<file path="config.mk">
export PLATFORM = sky130hd
export DESIGN_NAME = dtt_core
export DESIGN_NICKNAME = d
export VERILOG_FILES = /design/src/rtl/dtt_pkg.sv /design/src/rtl/dtt_core.sv
export VERILOG_INCLUDE_DIRS = /design/src /design/src/rtl
export SDC_FILE = /design/constraint.sdc
export NUM_CORES = 1
export LEC_CHECK = 0
export ABC_AREA = 1
export BUFFER_PORTS_ARGS = -buffer_cell sky130_fd_sc_hd__buf_2
export CAP_MARGIN = 10
export CORE_MARGIN = 2
export CORE_UTILIZATION = 54
export DETAILED_ROUTE_END_ITERATION = 7
export HOLD_SLACK_MARGIN = 0.12
export PLACE_DENSITY = 0.74
export SLEW_MARGIN = 20
export SYNTH_ARGS = -nofsm -noshare
export SYNTH_HDL_FRONTEND = slang
export SYNTH_SLANG_ARGS = --single-unit
</file>
<file path="constraint.sdc">
create_clock -name CLOCK_I -period 7.94 [get_ports CLOCK_I]
set_clock_uncertainty 0.15 [all_clocks]
set_input_delay 1.588 -clock CLOCK_I [delete_from_list [all_inputs] [get_ports CLOCK_I]]
set_output_delay 1.588 -clock CLOCK_I [all_outputs]
set_load 0.03 [all_outputs]
</file>
<file path="src/rtl/dtt_cfg.svh">
`ifndef DTT_CFG_SVH
`define DTT_CFG_SVH
// ************************************************************
// register offsets
// ************************************************************
`define DTT_ADDR_W 5
`define DTT_OFS_TRIGGER_PIN_CFG 5'h11
`define DTT_OFS_STEP_ABC 5'h12
`define DTT_OFS_MULT_ABC 5'h13
`define DTT_OFS_STEP_DEF 5'h14
`define DTT_OFS_MULT_DEF 5'h15
`define DTT_OFS_STATUS 5'h1A
// ************************************************************
// reset values and field positions
// ************************************************************
`define DTT_RST_TRIGGER_PIN_CFG 8'h13
`define DTT_RST_STEP 8'h15
`define DTT_RST_MULT 8'h00
`define DTT_RST_STATUS 8'h00
`define DTT_MASK_TRIGGER_PIN_CFG 8'h13
`define DTT_MASK_TURBO 8'h3F
`define DTT_MASK_FLAGS 8'h7F
`define DTT_BIT_SEL 4
`define DTT_BIT_EDGE 1
`define DTT_BIT_EXTMASK 0
`define DTT_BIT_SOFT_RESET 7
// ************************************************************
// timing and turbo arithmetic
// ************************************************************
`define DTT_CLK_NS 5
`define DTT_TRIGGER_SETTLE_LATENCY_MIN_NS 5
`define DTT_TRIGGER_SETTLE_LATENCY_MAX_NS 25
`define DTT_STEP_BASE_US 3
`define DTT_STEP_INC_US 2
`define DTT_MULT_MAX 4
`define DTT_HALF_LIMIT 21
`define DTT_IDX_MIN 2
`define DTT_IDX_MAX 11
`endif

</file>
<file path="src/rtl/dtt_pkg.sv">
package dtt_pkg;
	// register write from the serial frame decoder
	typedef struct packed {
		logic [4:0] addr;
		logic [7:0] data;
		logic usid;
	} dtt_wr_t;
	// completed dac message for one output
	typedef struct packed {
		logic [2:0] chan;
		logic [7:0] code;
	} dtt_msg_t;
	// turbo result for one output, times in microseconds
	typedef struct packed {
		logic up_valid;
		logic down_valid;
		logic [7:0] up_time;
		logic [7:0] down_time;
	} dtt_turbo_t;
endpackage
</file>
<file path="src/rtl/dtt_core.sv">
// Functional notes
// - pin edge applies message only after latency
// - pin selected: messages wait in shadow registers
// - software triggers ignored while pin selected
// - select one (reset) leaves pin unused
// - edge bit: zero falling, one rising
// - mask bit one masks pin trigger
// - step code picks 3/5/7/9 us
// - multiplier code picks factor 4/3/2/1
// - base delay index times step, 0-1 off
// - rising code gives up time base delay
// - falling low code adds multiplier term
// - falling high code gives base delay
// - four registers hold six step/multiplier pairs
// - por, soft reset, startup reset registers
// - status readable without read enable
// - status: soft reset bit7, flags 6..0
// - soft reset spares power mode, identifiers
// - flags set by hardware, clear on read
// - soft reset bit reads zero
// - soft reset only from unique id writes
`include "dtt_cfg.svh"
`timescale 1ns/1ps
`default_nettype none
module dtt_core
	import dtt_pkg::*;
#(
	parameter int NCH = 6,
	parameter int CW = 8
)
(
	// clock and reset
	input wire logic CLOCK_I,
	input wire logic RESET_N_I,
	// serial link pins, asynchronous
	input wire logic LINK_SCLK_I,
	input wire logic TRIGGER_PIN_I,
	// register access from the frame decoder
	input wire logic WR_STROBE_I,
	input wire dtt_wr_t WR_REQ_I,
	input wire logic RD_STROBE_I,
	input wire logic [4:0] RD_ADDR_I,
	input wire logic READ_ENABLE_I,
	output logic RD_VALID_O,
	output logic [7:0] RD_DATA_O,
	// bus error events, one-cycle pulses
	input wire logic [6:0] ERROR_EVENT_I,
	// power mode and software trigger from the mode register
	input wire logic POWER_STARTUP_I,
	input wire logic SW_TRIGGER_I,
	input wire logic SW_TRIGGER_MASKED_I,
	// dac messages and outputs
	input wire logic MSG_VALID_I,
	input wire dtt_msg_t MSG_I,
	output logic [NCH*CW-1:0] DAC_CODE_O,
	output dtt_turbo_t [NCH-1:0] TURBO_O,
	output logic SOFT_RESET_O
);

	// ************************************************************
	// timing constants
	// ************************************************************
	// least latency rounds up, never below one cycle
	localparam int LAT_RAW = (`DTT_TRIGGER_SETTLE_LATENCY_MIN_NS + `DTT_CLK_NS - 1) / `DTT_CLK_NS;
	localparam int LAT_CYC = (LAT_RAW < 1) ? 1 : LAT_RAW;
	// longest latency rounds down, kept for reference
	localparam int LAT_MAX_CYC = `DTT_TRIGGER_SETTLE_LATENCY_MAX_NS / `DTT_CLK_NS;
	localparam logic [2:0] LAT_CNT = 3'(LAT_CYC);

	// ************************************************************
	// register state
	// ************************************************************
	logic [7:0] trigger_config; // select, edge, mask
	logic [7:0] turbo_step_abc; // step codes a..c
	logic [7:0] turbo_multiplier_abc; // multiplier codes a..c
	logic [7:0] turbo_step_def; // step codes d..f
	logic [7:0] turbo_multiplier_def; // multiplier codes d..f
	logic [6:0] bus_error_flags; // sticky error flags
	logic soft_reset_hit; // soft reset write seen
	logic sync_reset; // soft reset or startup reset, not the power-on reset
	logic wr_status; // write to status register
	logic rd_status; // accepted status read

	// soft reset only by unique id frames
	assign wr_status = WR_STROBE_I && (WR_REQ_I.addr == `DTT_OFS_STATUS);
	assign soft_reset_hit = wr_status && WR_REQ_I.usid && WR_REQ_I.data[`DTT_BIT_SOFT_RESET];
	// startup pass and soft reset restore the registers like power on, but not the shadows or outputs
	assign sync_reset = soft_reset_hit || POWER_STARTUP_I;
	assign SOFT_RESET_O = soft_reset_hit;

	// ************************************************************
	// pin synchronisers
	// ************************************************************
	logic [1:0] sclk_sync; // link clock, two flops
	logic [1:0] trigger_pin_sync; // trigger pin, two flops
	logic sclk_last; // previous synced link clock
	logic trigger_pin_last; // previous synced trigger pin

	// two flops each, then one history stage
	always_ff @(posedge CLOCK_I or negedge RESET_N_I)
	begin
		if (!RESET_N_I)
		begin
			sclk_sync <= 2'h0;
			trigger_pin_sync <= 2'h0;
			sclk_last <= 1'h0;
			trigger_pin_last <= 1'h0;
		end
		else
		begin
			sclk_sync <= {sclk_sync[0], LINK_SCLK_I};
			trigger_pin_sync <= {trigger_pin_sync[0], TRIGGER_PIN_I};
			sclk_last <= sclk_sync[1];
			trigger_pin_last <= trigger_pin_sync[1];
		end
	end

	logic sclk_fall; // falling edge of link clock
	logic trigger_pin_rise; // rising edge of trigger pin
	logic trigger_pin_fall; // falling edge of trigger pin
	logic pin_edge; // selected active edge
	assign sclk_fall = sclk_last && !sclk_sync[1];
	assign trigger_pin_rise = !trigger_pin_last && trigger_pin_sync[1];
	assign trigger_pin_fall = trigger_pin_last && !trigger_pin_sync[1];
	// edge bit one means rising
	assign pin_edge = trigger_config[`DTT_BIT_EDGE] ? trigger_pin_rise : trigger_pin_fall;

	// ************************************************************
	// register writes
	// ************************************************************
	// trigger configuration, reserved bits held zero
	always_ff @(posedge CLOCK_I or negedge RESET_N_I)
	begin
		if (!RESET_N_I)
			trigger_config <= `DTT_RST_TRIGGER_PIN_CFG;
		else if (sync_reset)
			trigger_config <= `DTT_RST_TRIGGER_PIN_CFG;
		else if (WR_STROBE_I && WR_REQ_I.addr == `DTT_OFS_TRIGGER_PIN_CFG)
			trigger_config <= WR_REQ_I.data & `DTT_MASK_TRIGGER_PIN_CFG;
	end

	// turbo step and multiplier registers
	always_ff @(posedge CLOCK_I or negedge RESET_N_I)
	begin
		if (!RESET_N_I)
		begin
			turbo_step_abc <= `DTT_RST_STEP;
			turbo_multiplier_abc <= `DTT_RST_MULT;
			turbo_step_def <= `DTT_RST_STEP;
			turbo_multiplier_def <= `DTT_RST_MULT;
		end
		else if (sync_reset)
		begin
			turbo_step_abc <= `DTT_RST_STEP;
			turbo_multiplier_abc <= `DTT_RST_MULT;
			turbo_step_def <= `DTT_RST_STEP;
			turbo_multiplier_def <= `DTT_RST_MULT;
		end
		else if (WR_STROBE_I)
		begin
			// one register per write, reserved bits zero
			unique case (WR_REQ_I.addr)
				`DTT_OFS_STEP_ABC: turbo_step_abc <= WR_REQ_I.data & `DTT_MASK_TURBO;
				`DTT_OFS_MULT_ABC: turbo_multiplier_abc <= WR_REQ_I.data & `DTT_MASK_TURBO;
				`DTT_OFS_STEP_DEF: turbo_step_def <= WR_REQ_I.data & `DTT_MASK_TURBO;
				`DTT_OFS_MULT_DEF: turbo_multiplier_def <= WR_REQ_I.data & `DTT_MASK_TURBO;
				default:
				begin
				end
			endcase
		end
	end

	// ************************************************************
	// status flags
	// ************************************************************
	// a status read is always accepted
	assign rd_status = RD_STROBE_I && (RD_ADDR_I == `DTT_OFS_STATUS);

	// set by events, cleared by read, set wins; writes ignored
	always_ff @(posedge CLOCK_I or negedge RESET_N_I)
	begin
		if (!RESET_N_I)
			bus_error_flags <= 7'h00;
		else if (sync_reset)
			bus_error_flags <= ERROR_EVENT_I;
		else if (rd_status)
			bus_error_flags <= ERROR_EVENT_I;
		else
			bus_error_flags <= bus_error_flags | ERROR_EVENT_I;
	end

	// ************************************************************
	// register reads
	// ************************************************************
	logic [7:0] next_rd_data; // selected read value
	logic rd_hit; // mapped and permitted read

	// read mux, soft reset bit reads zero
	always_comb
	begin
		rd_hit = READ_ENABLE_I;
		unique case (RD_ADDR_I)
			`DTT_OFS_TRIGGER_PIN_CFG: next_rd_data = trigger_config;
			`DTT_OFS_STEP_ABC: next_rd_data = turbo_step_abc;
			`DTT_OFS_MULT_ABC: next_rd_data = turbo_multiplier_abc;
			`DTT_OFS_STEP_DEF: next_rd_data = turbo_step_def;
			`DTT_OFS_MULT_DEF: next_rd_data = turbo_multiplier_def;
			`DTT_OFS_STATUS:
			begin
				next_rd_data = {1'h0, bus_error_flags};
				rd_hit = 1'h1;
			end
			default:
			begin
				next_rd_data = 8'h00;
				rd_hit = 1'h0;
			end
		endcase
	end

	// registered read answer, one cycle after the strobe
	always_ff @(posedge CLOCK_I or negedge RESET_N_I)
	begin
		if (!RESET_N_I)
		begin
			RD_VALID_O <= 1'h0;
			RD_DATA_O <= 8'h00;
		end
		else
		begin
			RD_VALID_O <= RD_STROBE_I && rd_hit;
			RD_DATA_O <= (RD_STROBE_I && rd_hit) ? next_rd_data : 8'h00;
		end
	end

	// ************************************************************
	// message completion latency
	// ************************************************************
	logic [2:0] lat_count; // cycles since last link falling edge
	logic msg_pending; // message received, latency running
	logic msg_complete; // message now eligible for a trigger
	assign msg_complete = msg_pending && (lat_count >= LAT_CNT);

	// count from each falling link clock edge
	always_ff @(posedge CLOCK_I or negedge RESET_N_I)
	begin
		if (!RESET_N_I)
			lat_count <= 3'h0;
		else if (sclk_fall)
			lat_count <= 3'h0;
		else if (lat_count < LAT_CNT)
			lat_count <= lat_count + 3'h1;
	end

	// pending window from message to latency expiry
	always_ff @(posedge CLOCK_I or negedge RESET_N_I)
	begin
		if (!RESET_N_I)
			msg_pending <= 1'h0;
		else if (MSG_VALID_I)
			msg_pending <= 1'h1;
		else if (msg_complete)
			msg_pending <= 1'h0;
	end

	// ************************************************************
	// trigger selection
	// ************************************************************
	logic pin_selected; // external pin in use
	logic apply_trigger; // move completed shadows to outputs
	logic apply_direct; // no trigger, apply at once
	assign pin_selected = !trigger_config[`DTT_BIT_SEL];
	// pin path needs mask clear; software path only when pin unused
	assign apply_trigger = pin_selected ? (pin_edge && !trigger_config[`DTT_BIT_EXTMASK])
		: SW_TRIGGER_I;
	assign apply_direct = !pin_selected && SW_TRIGGER_MASKED_I;

	// ************************************************************
	// turbo arithmetic
	// ************************************************************
	// base delay in us, zero for index 0 and 1
	function automatic logic [7:0] base_delay(input logic [1:0] step_code, input logic [CW-1:0] code);
		logic [3:0] idx;
		logic [3:0] step;
		idx = (code[CW-1 -: 4] > 4'(`DTT_IDX_MAX)) ? 4'(`DTT_IDX_MAX) : code[CW-1 -: 4];
		step = 4'(`DTT_STEP_BASE_US) + 4'(`DTT_STEP_INC_US) * {2'h0, step_code};
		if (idx < 4'(`DTT_IDX_MIN))
			base_delay = 8'h00;
		else
			base_delay = 8'(idx * step);
	endfunction

	// down time with the low code correction term
	function automatic logic [7:0] down_delay(input logic [7:0] base, input logic [1:0] mult_code,
		input logic [CW-1:0] code);
		logic [CW-1:0] half;
		logic [2:0] factor;
		half = code >> 1;
		factor = 3'(`DTT_MULT_MAX) - {1'h0, mult_code};
		if (half < CW'(`DTT_HALF_LIMIT))
			down_delay = base + 8'(factor * (8'(`DTT_HALF_LIMIT) - 8'(half)));
		else
			down_delay = base;
	endfunction

	// ************************************************************
	// per output shadow, output and turbo
	// ************************************************************
	logic [11:0] step_all; // six step codes
	logic [11:0] mult_all; // six multiplier codes
	assign step_all = {turbo_step_def[5:0], turbo_step_abc[5:0]};
	assign mult_all = {turbo_multiplier_def[5:0], turbo_multiplier_abc[5:0]};

	genvar ch;
	generate
		for (ch = 0; ch < NCH; ch++)
		begin : g_ch
			logic [CW-1:0] shadow_new; // latest received code
			logic new_valid; // shadow_new not yet eligible
			logic [CW-1:0] shadow_done; // last completed code
			logic done_valid; // completed code waiting
			logic [CW-1:0] out_code; // applied code
			logic load; // load output this cycle
			logic [CW-1:0] load_code; // code being loaded
			logic [7:0] base; // base delay of load
			logic msg_hit; // message for this output

			assign msg_hit = MSG_VALID_I && (MSG_I.chan == 3'(ch));

			// newest message waits here until complete
			always_ff @(posedge CLOCK_I or negedge RESET_N_I)
			begin
				if (!RESET_N_I)
				begin
					shadow_new <= '0;
					new_valid <= 1'h0;
				end
				else if (msg_hit)
				begin
					shadow_new <= MSG_I.code;
					new_valid <= 1'h1;
				end
				else if (msg_complete)
					new_valid <= 1'h0;
			end

			// only the last completed message survives
			always_ff @(posedge CLOCK_I or negedge RESET_N_I)
			begin
				if (!RESET_N_I)
				begin
					shadow_done <= '0;
					done_valid <= 1'h0;
				end
				else if (msg_complete && new_valid)
				begin
					shadow_done <= shadow_new;
					done_valid <= 1'h1;
				end
				else if (load)
					done_valid <= 1'h0;
			end

			// direct mode takes the raw message, else the completed shadow
			assign load = apply_direct ? msg_hit : (apply_trigger && done_valid);
			assign load_code = apply_direct ? MSG_I.code : shadow_done;
			assign base = base_delay(step_all[2*ch +: 2], load_code);

			// output code register
			always_ff @(posedge CLOCK_I or negedge RESET_N_I)
			begin
				if (!RESET_N_I)
					out_code <= '0;
				else if (load)
					out_code <= load_code;
			end

			// turbo result, valid for one cycle per load that changes the code
			always_ff @(posedge CLOCK_I or negedge RESET_N_I)
			begin
				if (!RESET_N_I)
					TURBO_O[ch] <= '0;
				else
				begin
					TURBO_O[ch].up_valid <= load && (load_code > out_code);
					TURBO_O[ch].down_valid <= load && (load_code < out_code);
					if (load && load_code > out_code)
						TURBO_O[ch].up_time <= base;
					if (load && load_code < out_code)
						TURBO_O[ch].down_time <= down_delay(base, mult_all[2*ch +: 2], load_code);
				end
			end

			assign DAC_CODE_O[ch*CW +: CW] = out_code;
		end
	endgenerate

endmodule
`default_nettype wire

</file>
**After elaboration in Yosys (flattened, before gate mapping)**

Index checks and enable logic that the tools add are counted.

- Bits in registers: 330
- Latch bits: 0
- Bits in writable memories: 0
- Memory bits (read-only): 0
- Bits of input ports: 48
- Logic and storage cells: 301
- Memories kept: 0

- Add/sub/neg operators: 25
- Multipliers: 12
- Divide/modulo/power cells: 0
- Order comparisons: 32
- Equal/unequal tests: 17
- Shift operators: 0
- Multiplexer cells: 73
- Bitwise operators: 1
- Reductions and logical operators: 73

Operator list:

| cell | number |
|---|---|
| two-way mux 8 bit | 33 |
| equality test 5 bit (second input constant) | 12 |
| adder 8 bit | 6 |
| greater-than comparator 8 bit | 6 |
| < comparator 8 bit | 6 |
| multiplier 3 x 8 -> 8 bit | 6 |
| multiplier 4 x 4 -> 8 bit | 6 |
| case mux 8 bit (6 select lines) | 1 |
| subtractor 5 x 7 -> 8 bit (first input constant) | 6 |
| logical AND 1 bit | 42 |
| < comparator 7 x 5 -> 1 bit (second input constant) | 6 |
| nonzero test 2 bit | 20 |
| two-way mux 1 bit | 28 |
| adder 2 x 3 -> 4 bit (first input constant) | 6 |
| greater-than comparator 4 bit (second input constant) | 6 |
| < comparator 4 x 2 -> 1 bit (second input constant) | 6 |
| two-way mux 4 bit | 6 |
| subtractor 3 x 2 -> 3 bit (first input constant) | 6 |
| two-way mux 7 bit | 2 |
| AND reduction 2 bit | 4 |
| bitwise OR 7 bit | 1 |
| equality test 3 x 2 -> 1 bit (second input constant) | 2 |
| equality test 3 bit (second input constant) | 2 |
| two-way mux 3 bit | 2 |
| 9 further kinds | 12 |

**Longest topological paths before layout**

Gate-level depths: netlist of run 1.

- Word-level depth: 9
- Mapped depth: 37
- Gate-level depth less buffers: 36

**Worst setup path after synthesis of run 1**

Ideal clock, no wire load.

- Path kind: input to register
- Start: input port SW_TRIGGER_MASKED_I
- End: register TURBO_O[43] in the netlist's numbering
- Setup time: 0.117 ns
- Arrival time: 6.159 ns
- Required time: 7.673 ns
- Slack: 1.514 ns
- Stages: 31
- Path buffers: 1
- Cells stage by stage: nand2_4 inv_4 buf_6 o21ai_1 nand2_1 nand2_1 nand2_1 fa_1 fa_1 fa_1 nor2_1 inv_1 nand2_1 a21oi_1 inv_1 nor2_1 nor3_1 fa_1 ha_1 a21oi_1 o21ai_0 a21oi_1 nand3_1 nand2_1 nand2_1 nand2_1 nand2_1 nand3_1 nand2_1 nand3_1 nand2_1

- Word-level cells in the longest chain between the ends: 8
- Elaborated cells on any way between the ends: 15
- Classes of those cells: 2 x add/sub; 2 x mul; 4 x order compare; 5 x mux; 2 x reduce/logical

Ends and longest elaborated chain:

| element | line | text |
|---|---|---|
| from (decl) | dtt_core.sv:51 | `input wire logic SW_TRIGGER_MASKED_I,` |
| logical AND 1 bit * | dtt_core.sv:277 | `assign apply_direct = !pin_selected && SW_TRIGGER_MASKED_I;` |
| two-way mux 8 bit * | dtt_core.sv:367 | `assign load_code = apply_direct ? MSG_I.code : shadow_done;` |
| net g_ch[2].load_code[7] | dtt_core.sv:325 | `logic [CW-1:0] load_code;` |
| greater-than comparator 4 bit | dtt_core.sv:286 | `` idx = (code[CW-1 -: 4] > 4'(`DTT_IDX_MAX)) ? 4'(`DTT_IDX_MAX) : code[CW-1 -: 4]; `` |
| two-way mux 4 bit * | dtt_core.sv:286 |  |
| multiplier 4 x 4 -> 8 bit or < comparator 4 x 2 -> 1 bit (tied branches) | dtt_core.sv:291, dtt_core.sv:288 |  |
| two-way mux 8 bit * | dtt_core.sv:288 | `` if (idx < 4'(`DTT_IDX_MIN)) `` |
| net g_ch[2].base[6] | dtt_core.sv:326 | `logic [7:0] base;` |
| adder 8 bit * | dtt_core.sv:302 | `` down_delay = base + 8'(factor * (8'(`DTT_HALF_LIMIT) - 8'(half))); `` |
| two-way mux 8 bit * | dtt_core.sv:301 | `` if (half < CW'(`DTT_HALF_LIMIT)) `` |
| to (decl) | dtt_core.sv:56 | `output dtt_turbo_t [NCH-1:0] TURBO_O,` |

Mark *: on every way through the listed nets, which the timed path passes. The rest lies on a longest branch.
A chain may end at the register's enable or synchronous reset.

**Worst setup path in the final report of run 1**

- Start: input port SW_TRIGGER_MASKED_I
- End: register TURBO_O[25] in the netlist's numbering

- Word-level cells in the longest chain between the ends: 8
- Elaborated cells on any way between the ends: 15
- Classes of those cells: 2 x add/sub; 2 x mul; 4 x order compare; 5 x mux; 2 x reduce/logical

Ends and longest elaborated chain:

| element | line |
|---|---|
| logical AND 1 bit * | dtt_core.sv:277 |
| two-way mux 8 bit * | dtt_core.sv:367 |
| net g_ch[1].load_code[6] | dtt_core.sv:325 |
| greater-than comparator 4 bit | dtt_core.sv:286 |
| two-way mux 4 bit * | dtt_core.sv:286 |
| multiplier 4 x 4 -> 8 bit or < comparator 4 x 2 -> 1 bit (tied branches) | dtt_core.sv:291, dtt_core.sv:288 |
| two-way mux 8 bit * | dtt_core.sv:288 |
| net g_ch[1].base[4] | dtt_core.sv:326 |
| adder 8 bit * | dtt_core.sv:302 |
| two-way mux 8 bit * | dtt_core.sv:301 |

Marked as above.

==> results of run 1 <==
## metal layers
layer / vias to the layer above / part of all wire / GRT usage
li1: 9370 / - / -
met1: 9051 / 0.44 / 0.384
met2: 575 / 0.46 / 0.446
met3: 118 / 0.068 / 0.0457
met4: 0 / 0.032 / 0.0935
met5: - / 0 / 0
## final cells by class
class	count	area, um2
Antenna cell	3	7.51
Clock buffer	53	1100
Clock inverter	13	275
Fill cell	3574	14900
Inverter	532	2000
Multi-Input combinational cell	1941	11700
Sequential cell	316	7920
Tap cell	525	657
Timing Repair Buffer	229	1220
## critical path: cells and delay by family
kind            cells  cell delay [ns]
compound gates      2             0.36
fa+ha+maj           5             2.30
buf+inv             7             0.73
simple gates       15             2.30
## cells in the mapped netlist (5+ instances only)
cell type / count / area share
clkbuf_1: 28 / 0.0048
xnor2_1: 14 / 0.0056
o21ai_2: 12 / 0.0048
nand2_2: 5 / 0.0014
xor2_1: 16 / 0.0064
o21bai_1: 6 / 0.0021
fa_1: 90 / 0.082
o21ai_1: 23 / 0.0053
nor2_1: 226 / 0.039
inv_1: 522 / 0.090
a31oi_1: 14 / 0.0040
dfstp_2: 9 / 0.011
ha_1: 200 / 0.11
o22ai_1: 11 / 0.0032
nor3_1: 26 / 0.0060
dfrtp_1: 307 / 0.35
nand3_1: 90 / 0.021
inv_2: 6 / 0.0010
nand4_1: 27 / 0.0077
o31ai_1: 5 / 0.0017
buf_2: 10 / 0.0023
nand2_1: 752 / 0.13
a21oi_1: 107 / 0.025
o21ai_0: 267 / 0.061
or2_1: 5 / 0.0014
or2_2: 11 / 0.0032
## power breakdown
| group | total [mW] | switching, mW | internal [mW] |
|---|---|---|---|
| clock | 1.92 | 0.701 | 1.22 |
| combinational | 5.91 | 3.87 | 2.04 |
| sequential | 2.46 | 0.305 | 2.15 |
| total | 10.3 | 4.88 | 5.42 |
## flip-flops by register name, summed over array words and instances (netlist names)
name / flops
TURBO_O: 108
sclk_sync: 2
sclk_last: 1
turbo_multiplier_def: 6
RD_VALID_O: 1
turbo_multiplier_abc: 6
trigger_config: 3
trigger_pin_last: 1
lat_count: 3
trigger_pin_sync: 2
msg_pending: 1
g_ch.out_code: 48
turbo_step_abc: 6
g_ch.shadow_new: 48
bus_error_flags: 7
turbo_step_def: 6
g_ch.done_valid: 6
g_ch.shadow_done: 48
RD_DATA_O: 7
g_ch.new_valid: 6
## placed cells by master, fill, tap and decap left out, types with 3 or more instances in the layout
| cell type | n |
|---|---|
| a21oi_1 | 107 |
| a31oi_1 | 14 |
| and2_1 | 3 |
| buf_2 | 210 |
| buf_4 | 16 |
| bufinv_16 | 8 |
| clkbuf_1 | 7 |
| clkbuf_16 | 39 |
| clkbuf_8 | 7 |
| clkinv_1 | 3 |
| dfrtp_1 | 307 |
| dfstp_2 | 9 |
| diode_2 | 3 |
| fa_1 | 90 |
| ha_1 | 200 |
| inv_1 | 522 |
| inv_2 | 6 |
| nand2_1 | 752 |
| nand2_2 | 5 |
| nand3_1 | 90 |
| nand4_1 | 27 |
| nor2_1 | 226 |
| nor2_2 | 4 |
| nor3_1 | 26 |
| o2111ai_1 | 3 |
| o211ai_1 | 3 |
| o21a_1 | 4 |
| o21ai_0 | 267 |
| o21ai_1 | 23 |
| o21ai_2 | 12 |
| o21bai_1 | 6 |
| o221ai_1 | 4 |
| o22ai_1 | 11 |
| o31a_1 | 3 |
| o31ai_1 | 5 |
| or2_1 | 5 |
| or2_2 | 11 |
| xnor2_1 | 14 |
| xor2_1 | 16 |
## path summary, 6_finish.rpt
check	slack, ns	to	startpoint
setup / recovery	0.95	TURBO_O[25]	SW_TRIGGER_MASKED_I
hold / removal	0.20	sclk_sync[1]	sclk_sync[0]
setup reg to reg	1.46	TURBO_O[25]	trigger_config[4]
hold reg to reg	0.20	sclk_sync[1]	sclk_sync[0]
max in group asynchronous	5.42	g_ch[3].shadow_done[3]	RESET_N_I
min in group asynchronous	0.92	TURBO_O[71]	RESET_N_I
## cell families (layout without fill, tap and decap cells)
logic type               after synthesis  after routing  synth area share
AND/OR/NAND/NOR                     1153           1153             0.212
buffers and inverters                575            827             0.101
AO/OA/AOI/OAI                        467            467             0.115
flip-flops                           316            316             0.363
adder cells (fa/ha/maj)              290            290             0.197
XOR/XNOR                              30             30            0.0120
other                                  1              4          0.000172
==> impl_metrics.env, run 1 <==
export IMPL_status="finished clean"
export IMPL_ys_ff_latch=316
export IMPL_arrival_ns=7.28
export IMPL_synthCells=2832
export IMPL_crit_slowest_cell="fa_1"
export IMPL_fin_util=0.625
export IMPL_postRouteAntennaNets=0
export IMPL_clockBufferDepth=3
export IMPL_synthArstFlopShare=1.00
export IMPL_wl_per_cell_um=15.8
export IMPL_tightestPinTransition_ns=1.00
export IMPL_holdCritPathClass="flop to flop"
export IMPL_dpl_cell_count=3543
export IMPL_setup_viol=0
export IMPL_nNetsFinal=3395
export IMPL_track_usage=0.278
export IMPL_period_share=0.880
export IMPL_area_growth_pct=14.0
export IMPL_clkSinkCount=316
export IMPL_fin_tns_setup_ns=0
export IMPL_num_vias=19100
export IMPL_synth_avg_cell_area_um2=7.71
export IMPL_max_cap_violations=0
export IMPL_htree_num_levels=2
export IMPL_ys_types=46
export IMPL_cts_tree="done"
export IMPL_fp_dieW_um=205
export IMPL_cp_data_required_time_ns=8.24
export IMPL_whs_ns=0.198
export IMPL_cp_slowest_stage_delay_ns=0.53
export IMPL_holdPathStages=0
export IMPL_relSlewSlack=0.330
export IMPL_clk_pin_slew_worst_paths_ns=0.06
export IMPL_dieArea_um2=42100
export IMPL_cp_start_kind="input port"
export IMPL_die_y_um=205
export IMPL_dpl_cell_area_um2=23500
export IMPL_grt_remaining_overflow=0
export IMPL_io_buffers=211
export IMPL_clkLatencyLatePin_ns=0.56
export IMPL_postCtsSetupBuffers=0
export IMPL_irDropWorstVdd_mv=0.268
export IMPL_power_density_nw_per_um2=414
export IMPL_gp_congestion=0.923
export IMPL_cpMostUsedCell="nand2_1"
export IMPL_drt_vias_per_instance=5.29
export IMPL_endpoint_kind="flop"
export IMPL_crit_fanout=18
export IMPL_firstDrtPassIters=5
export IMPL_grt_setup_unrepaired="no"
export IMPL_grt_max_degree=143
export IMPL_cts_root_buf="clkbuf_16"
export IMPL_cts_resized=0
export IMPL_drt_total_wl_um=57100
export IMPL_drive_gt1_frac=0.111
export IMPL_drcViolationCount=0
export IMPL_final_hold_viol_count=0
export IMPL_ys_flop_type="dfrtp_1"
export IMPL_fp_row_count=73
export IMPL_drt_initial_drc_count=1295
export IMPL_fin_area_um2=24900
export IMPL_grt_pass1_vias=18800
export IMPL_finalNonFillerCells=3612
export IMPL_core_area_um2=39800
export IMPL_fin_total_pwr_mw=10.3
export IMPL_grt_pass1_wl_um=92900
export IMPL_syn_area_um2=21800
export IMPL_critical_path_class="input port to flop"
export IMPL_p_leak_nw=13.9
export IMPL_final_min_clock_period_ns=6.99
export IMPL_cts_buffers=37
export IMPL_max_freq_mhz=143
export IMPL_grt_antenna_before_repair=4
export IMPL_fin_ws_ns=0.955
export IMPL_synth_edf_count=0
export IMPL_hold_buffers=0
export IMPL_dpl_hpwl_um=43400
export IMPL_synth_seq_area_share=0.363
export IMPL_slew_viol_final=0
export IMPL_start_util=0.548
export IMPL_r2r_cells=28
export IMPL_pre_cts_ws_ns=0.412
export IMPL_ios=214
export IMPL_syn_nets=3170
export IMPL_yosys_warnings=0
Note: power is estimated with default switching activity, not from simulation.
==> inputs of run 2 (changes only) <==
--- a/config.mk
+++ b/config.mk
@@ -6,7 +6,7 @@
 export SDC_FILE = /design/constraint.sdc
 export NUM_CORES = 1
 export LEC_CHECK = 0
-export ABC_AREA = 1
+export ABC_AREA = 0
 export BUFFER_PORTS_ARGS = -buffer_cell sky130_fd_sc_hd__buf_2
 export CAP_MARGIN = 10
 export CORE_MARGIN = 2
==> impl_metrics.env, run 2 <==
export IMPL_cp_start_kind="input port"
export IMPL_crit_start="SW_TRIGGER_MASKED_I"
export IMPL_crit_slowest_cell="fa_1"
export IMPL_syn_nets=2467
export IMPL_htree_num_levels=2
export IMPL_routed_top_layer="met5"
export IMPL_cp_slowest_stage_delay_ns=0.53
export IMPL_synth_avg_cell_area_um2=10.2
export IMPL_fin_total_pwr_mw=8.80
export IMPL_grt_setup_unrepaired="no"
export IMPL_dieArea_um2=41700
export IMPL_clockBufferDepth=3
export IMPL_hold_buffers=0
export IMPL_fin_ws_ns=0.825
export IMPL_drt_initial_drc_count=899
export IMPL_yosysTopAreaCell="dfrtp_1"
export IMPL_cts_root_buf="clkbuf_16"
export IMPL_relSlewSlack=0.347
export IMPL_postCtsSetupBuffers=0
export IMPL_grt_antenna_before_repair=13
export IMPL_multiInputGateArea_um2=12600
export IMPL_crit_fanout=21
export IMPL_clk_pin_slew_worst_paths_ns=0.06
export IMPL_ios=214
export IMPL_die_y_um=204
export IMPL_final_common_cell="dfrtp_1"
export IMPL_whs_ns=0.202
export IMPL_ys_top_cells_by_area="dfrtp_1 36%, ha_1 12%, fa_1 8.3%"
export IMPL_endpoint_kind="flop"
export IMPL_grt_max_degree=159
export IMPL_clkLatencyLatePin_ns=0.55
export IMPL_setup_viol=0
export IMPL_grt_pass1_vias=16900
export IMPL_area_growth_pct=14.2
export IMPL_fin_tns_setup_ns=0
export IMPL_max_freq_mhz=141
export IMPL_postRouteAntennaNets=0
export IMPL_yosys_warnings=0
export IMPL_dpl_cell_count=2843
export IMPL_cts_resized=0
export IMPL_io_buffers=211
export IMPL_min_from="sclk_sync[0]"
export IMPL_largest_register_ffs=108
export IMPL_drt_total_wl_um=54000
export IMPL_status="finished clean"
export IMPL_gp_congestion=0.897
export IMPL_drt_vias_per_instance=5.63
export IMPL_wl_per_cell_um=18.6
export IMPL_nNetsFinal=2696
export IMPL_regMostFlops="TURBO_O"
export IMPL_fillCellCount=3292
export IMPL_clkSinkCount=316
export IMPL_pre_cts_ws_ns=0.270
export IMPL_fp_dieW_um=204
export IMPL_synthCells=2129
export IMPL_grt_pass1_wl_um=89100
export IMPL_tightestPinTransition_ns=0.977
export IMPL_seq_area_um2=7920
export IMPL_wl_met3_um=3590
export IMPL_synth_common_cells="307 x dfrtp_1, 204 x inv_1, 200 x ha_1"
export IMPL_synth_seq_area_share=0.366
export IMPL_synthArstFlopShare=1.00
export IMPL_holdCritPathClass="flop to flop"
export IMPL_cts_tree="done"
export IMPL_critical_path_class="input port to flop"
export IMPL_power_density_nw_per_um2=356
export IMPL_period_share=0.896
export IMPL_core_area_um2=39600
export IMPL_num_vias=16400
export IMPL_ys_types=71
export IMPL_cts_buffers=37
export IMPL_drcViolationCount=0
export IMPL_cpMostUsedCell="fa_1"
export IMPL_track_usage=0.269
export IMPL_firstDrtPassIters=5
export IMPL_synth_edf_count=0
export IMPL_r2r_start="trigger_config[4]"
export IMPL_synth_top_cell_area_share=0.355
export IMPL_wl_met2_um=25500
export IMPL_irDropWorstVdd_mv=0.221
export IMPL_syn_area_um2=21600
export IMPL_ys_ff_latch=316
export IMPL_met1_length_um=23200
export IMPL_final_cell_mix="307 x dfrtp_1, 210 x buf_2, 204 x inv_1, 200 x ha_1, 183 x nand2_1"
export IMPL_p_leak_nw=12.9
export IMPL_grt_remaining_overflow=0
export IMPL_slew_viol_final=0
export IMPL_fp_row_count=73
export IMPL_yosysMostFrequentCell="dfrtp_1"
export IMPL_final_hold_viol_count=0
export IMPL_drive_gt1_frac=0.214
export IMPL_dpl_hpwl_um=41300
export IMPL_final_min_clock_period_ns=7.11
export IMPL_max_cap_violations=0
export IMPL_arrival_ns=7.43
export IMPL_start_util=0.546
export IMPL_ys_flop_type="dfrtp_1"
export IMPL_finalNonFillerCells=2911
export IMPL_cp_data_required_time_ns=8.26
run 2: worst max-delay path, delay by kind of cell:
| kind | cells | cell delay (ns) |
|---|---|---|
| buf+inv | 4 | 0.77 |
| compound gates | 6 | 1.17 |
| xor+xnor | 4 | 0.62 |
| fa+ha+maj | 5 | 2.35 |
| simple gates | 6 | 0.92 |
run 2: where the power goes:
part           internal (mW)  switching, mW
registers               2.14          0.341
clock network           1.15          0.692
logic                   1.78           2.70
total                   5.07           3.73
run 2: cell families after synthesis:
| family | share of synthesized area |
|---|---|
| buffers and inverters | 0.0504 |
| AO/OA/AOI/OAI | 0.117 |
| AND/OR/NAND/NOR | 0.116 |
| flip-flops | 0.366 |
| adder cells (fa/ha/maj) | 0.199 |
| multiplexers | 0.109 |
| XOR/XNOR | 0.0422 |
| other | 0.000173 |
run 2: stage by stage:
stage	cell area (um2)	utilization
3_3_place_gp	23400	0.590
5_1_grt	24700	0.623
2_1_floorplan	21600	-
6_report	24700	0.623
3_5_place_dp	23400	0.590
4_1_cts	24700	0.623
run 2: worst paths after layout:
| check | end | slack (ns) | depth (start not counted) |
|---|---|---|---|
| max in group asynchronous | TURBO_O[34] | 5.36 | 2 |
| min in group asynchronous | g_ch[5].out_code[2] | 0.94 | 1 |
| worst max-delay path | TURBO_O[7] | 0.83 | 25 |
| worst max register to register | TURBO_O[25] | 1.22 | 23 |
| worst min register to register | sclk_sync[1] | 0.20 | 0 |
| worst min-delay path | sclk_sync[1] | 0.20 | 0 |
run 2: layout make-up:
cell class                 count  share of cell area
inverter                     209              0.0318
multi-input combinational   1541               0.511
timing repair buffer         253              0.0563
antenna                        5            0.000506
clock buffer                  49              0.0439
clock inverter                13             0.00932
sequential                   316               0.320
tap                          525              0.0266
run 2: routing by layer:
metal  vias up  track usage
met5         -            0
met4        14       0.0978
met3       118       0.0545
met2       459        0.439
met1      8100        0.357
li1       7684            -
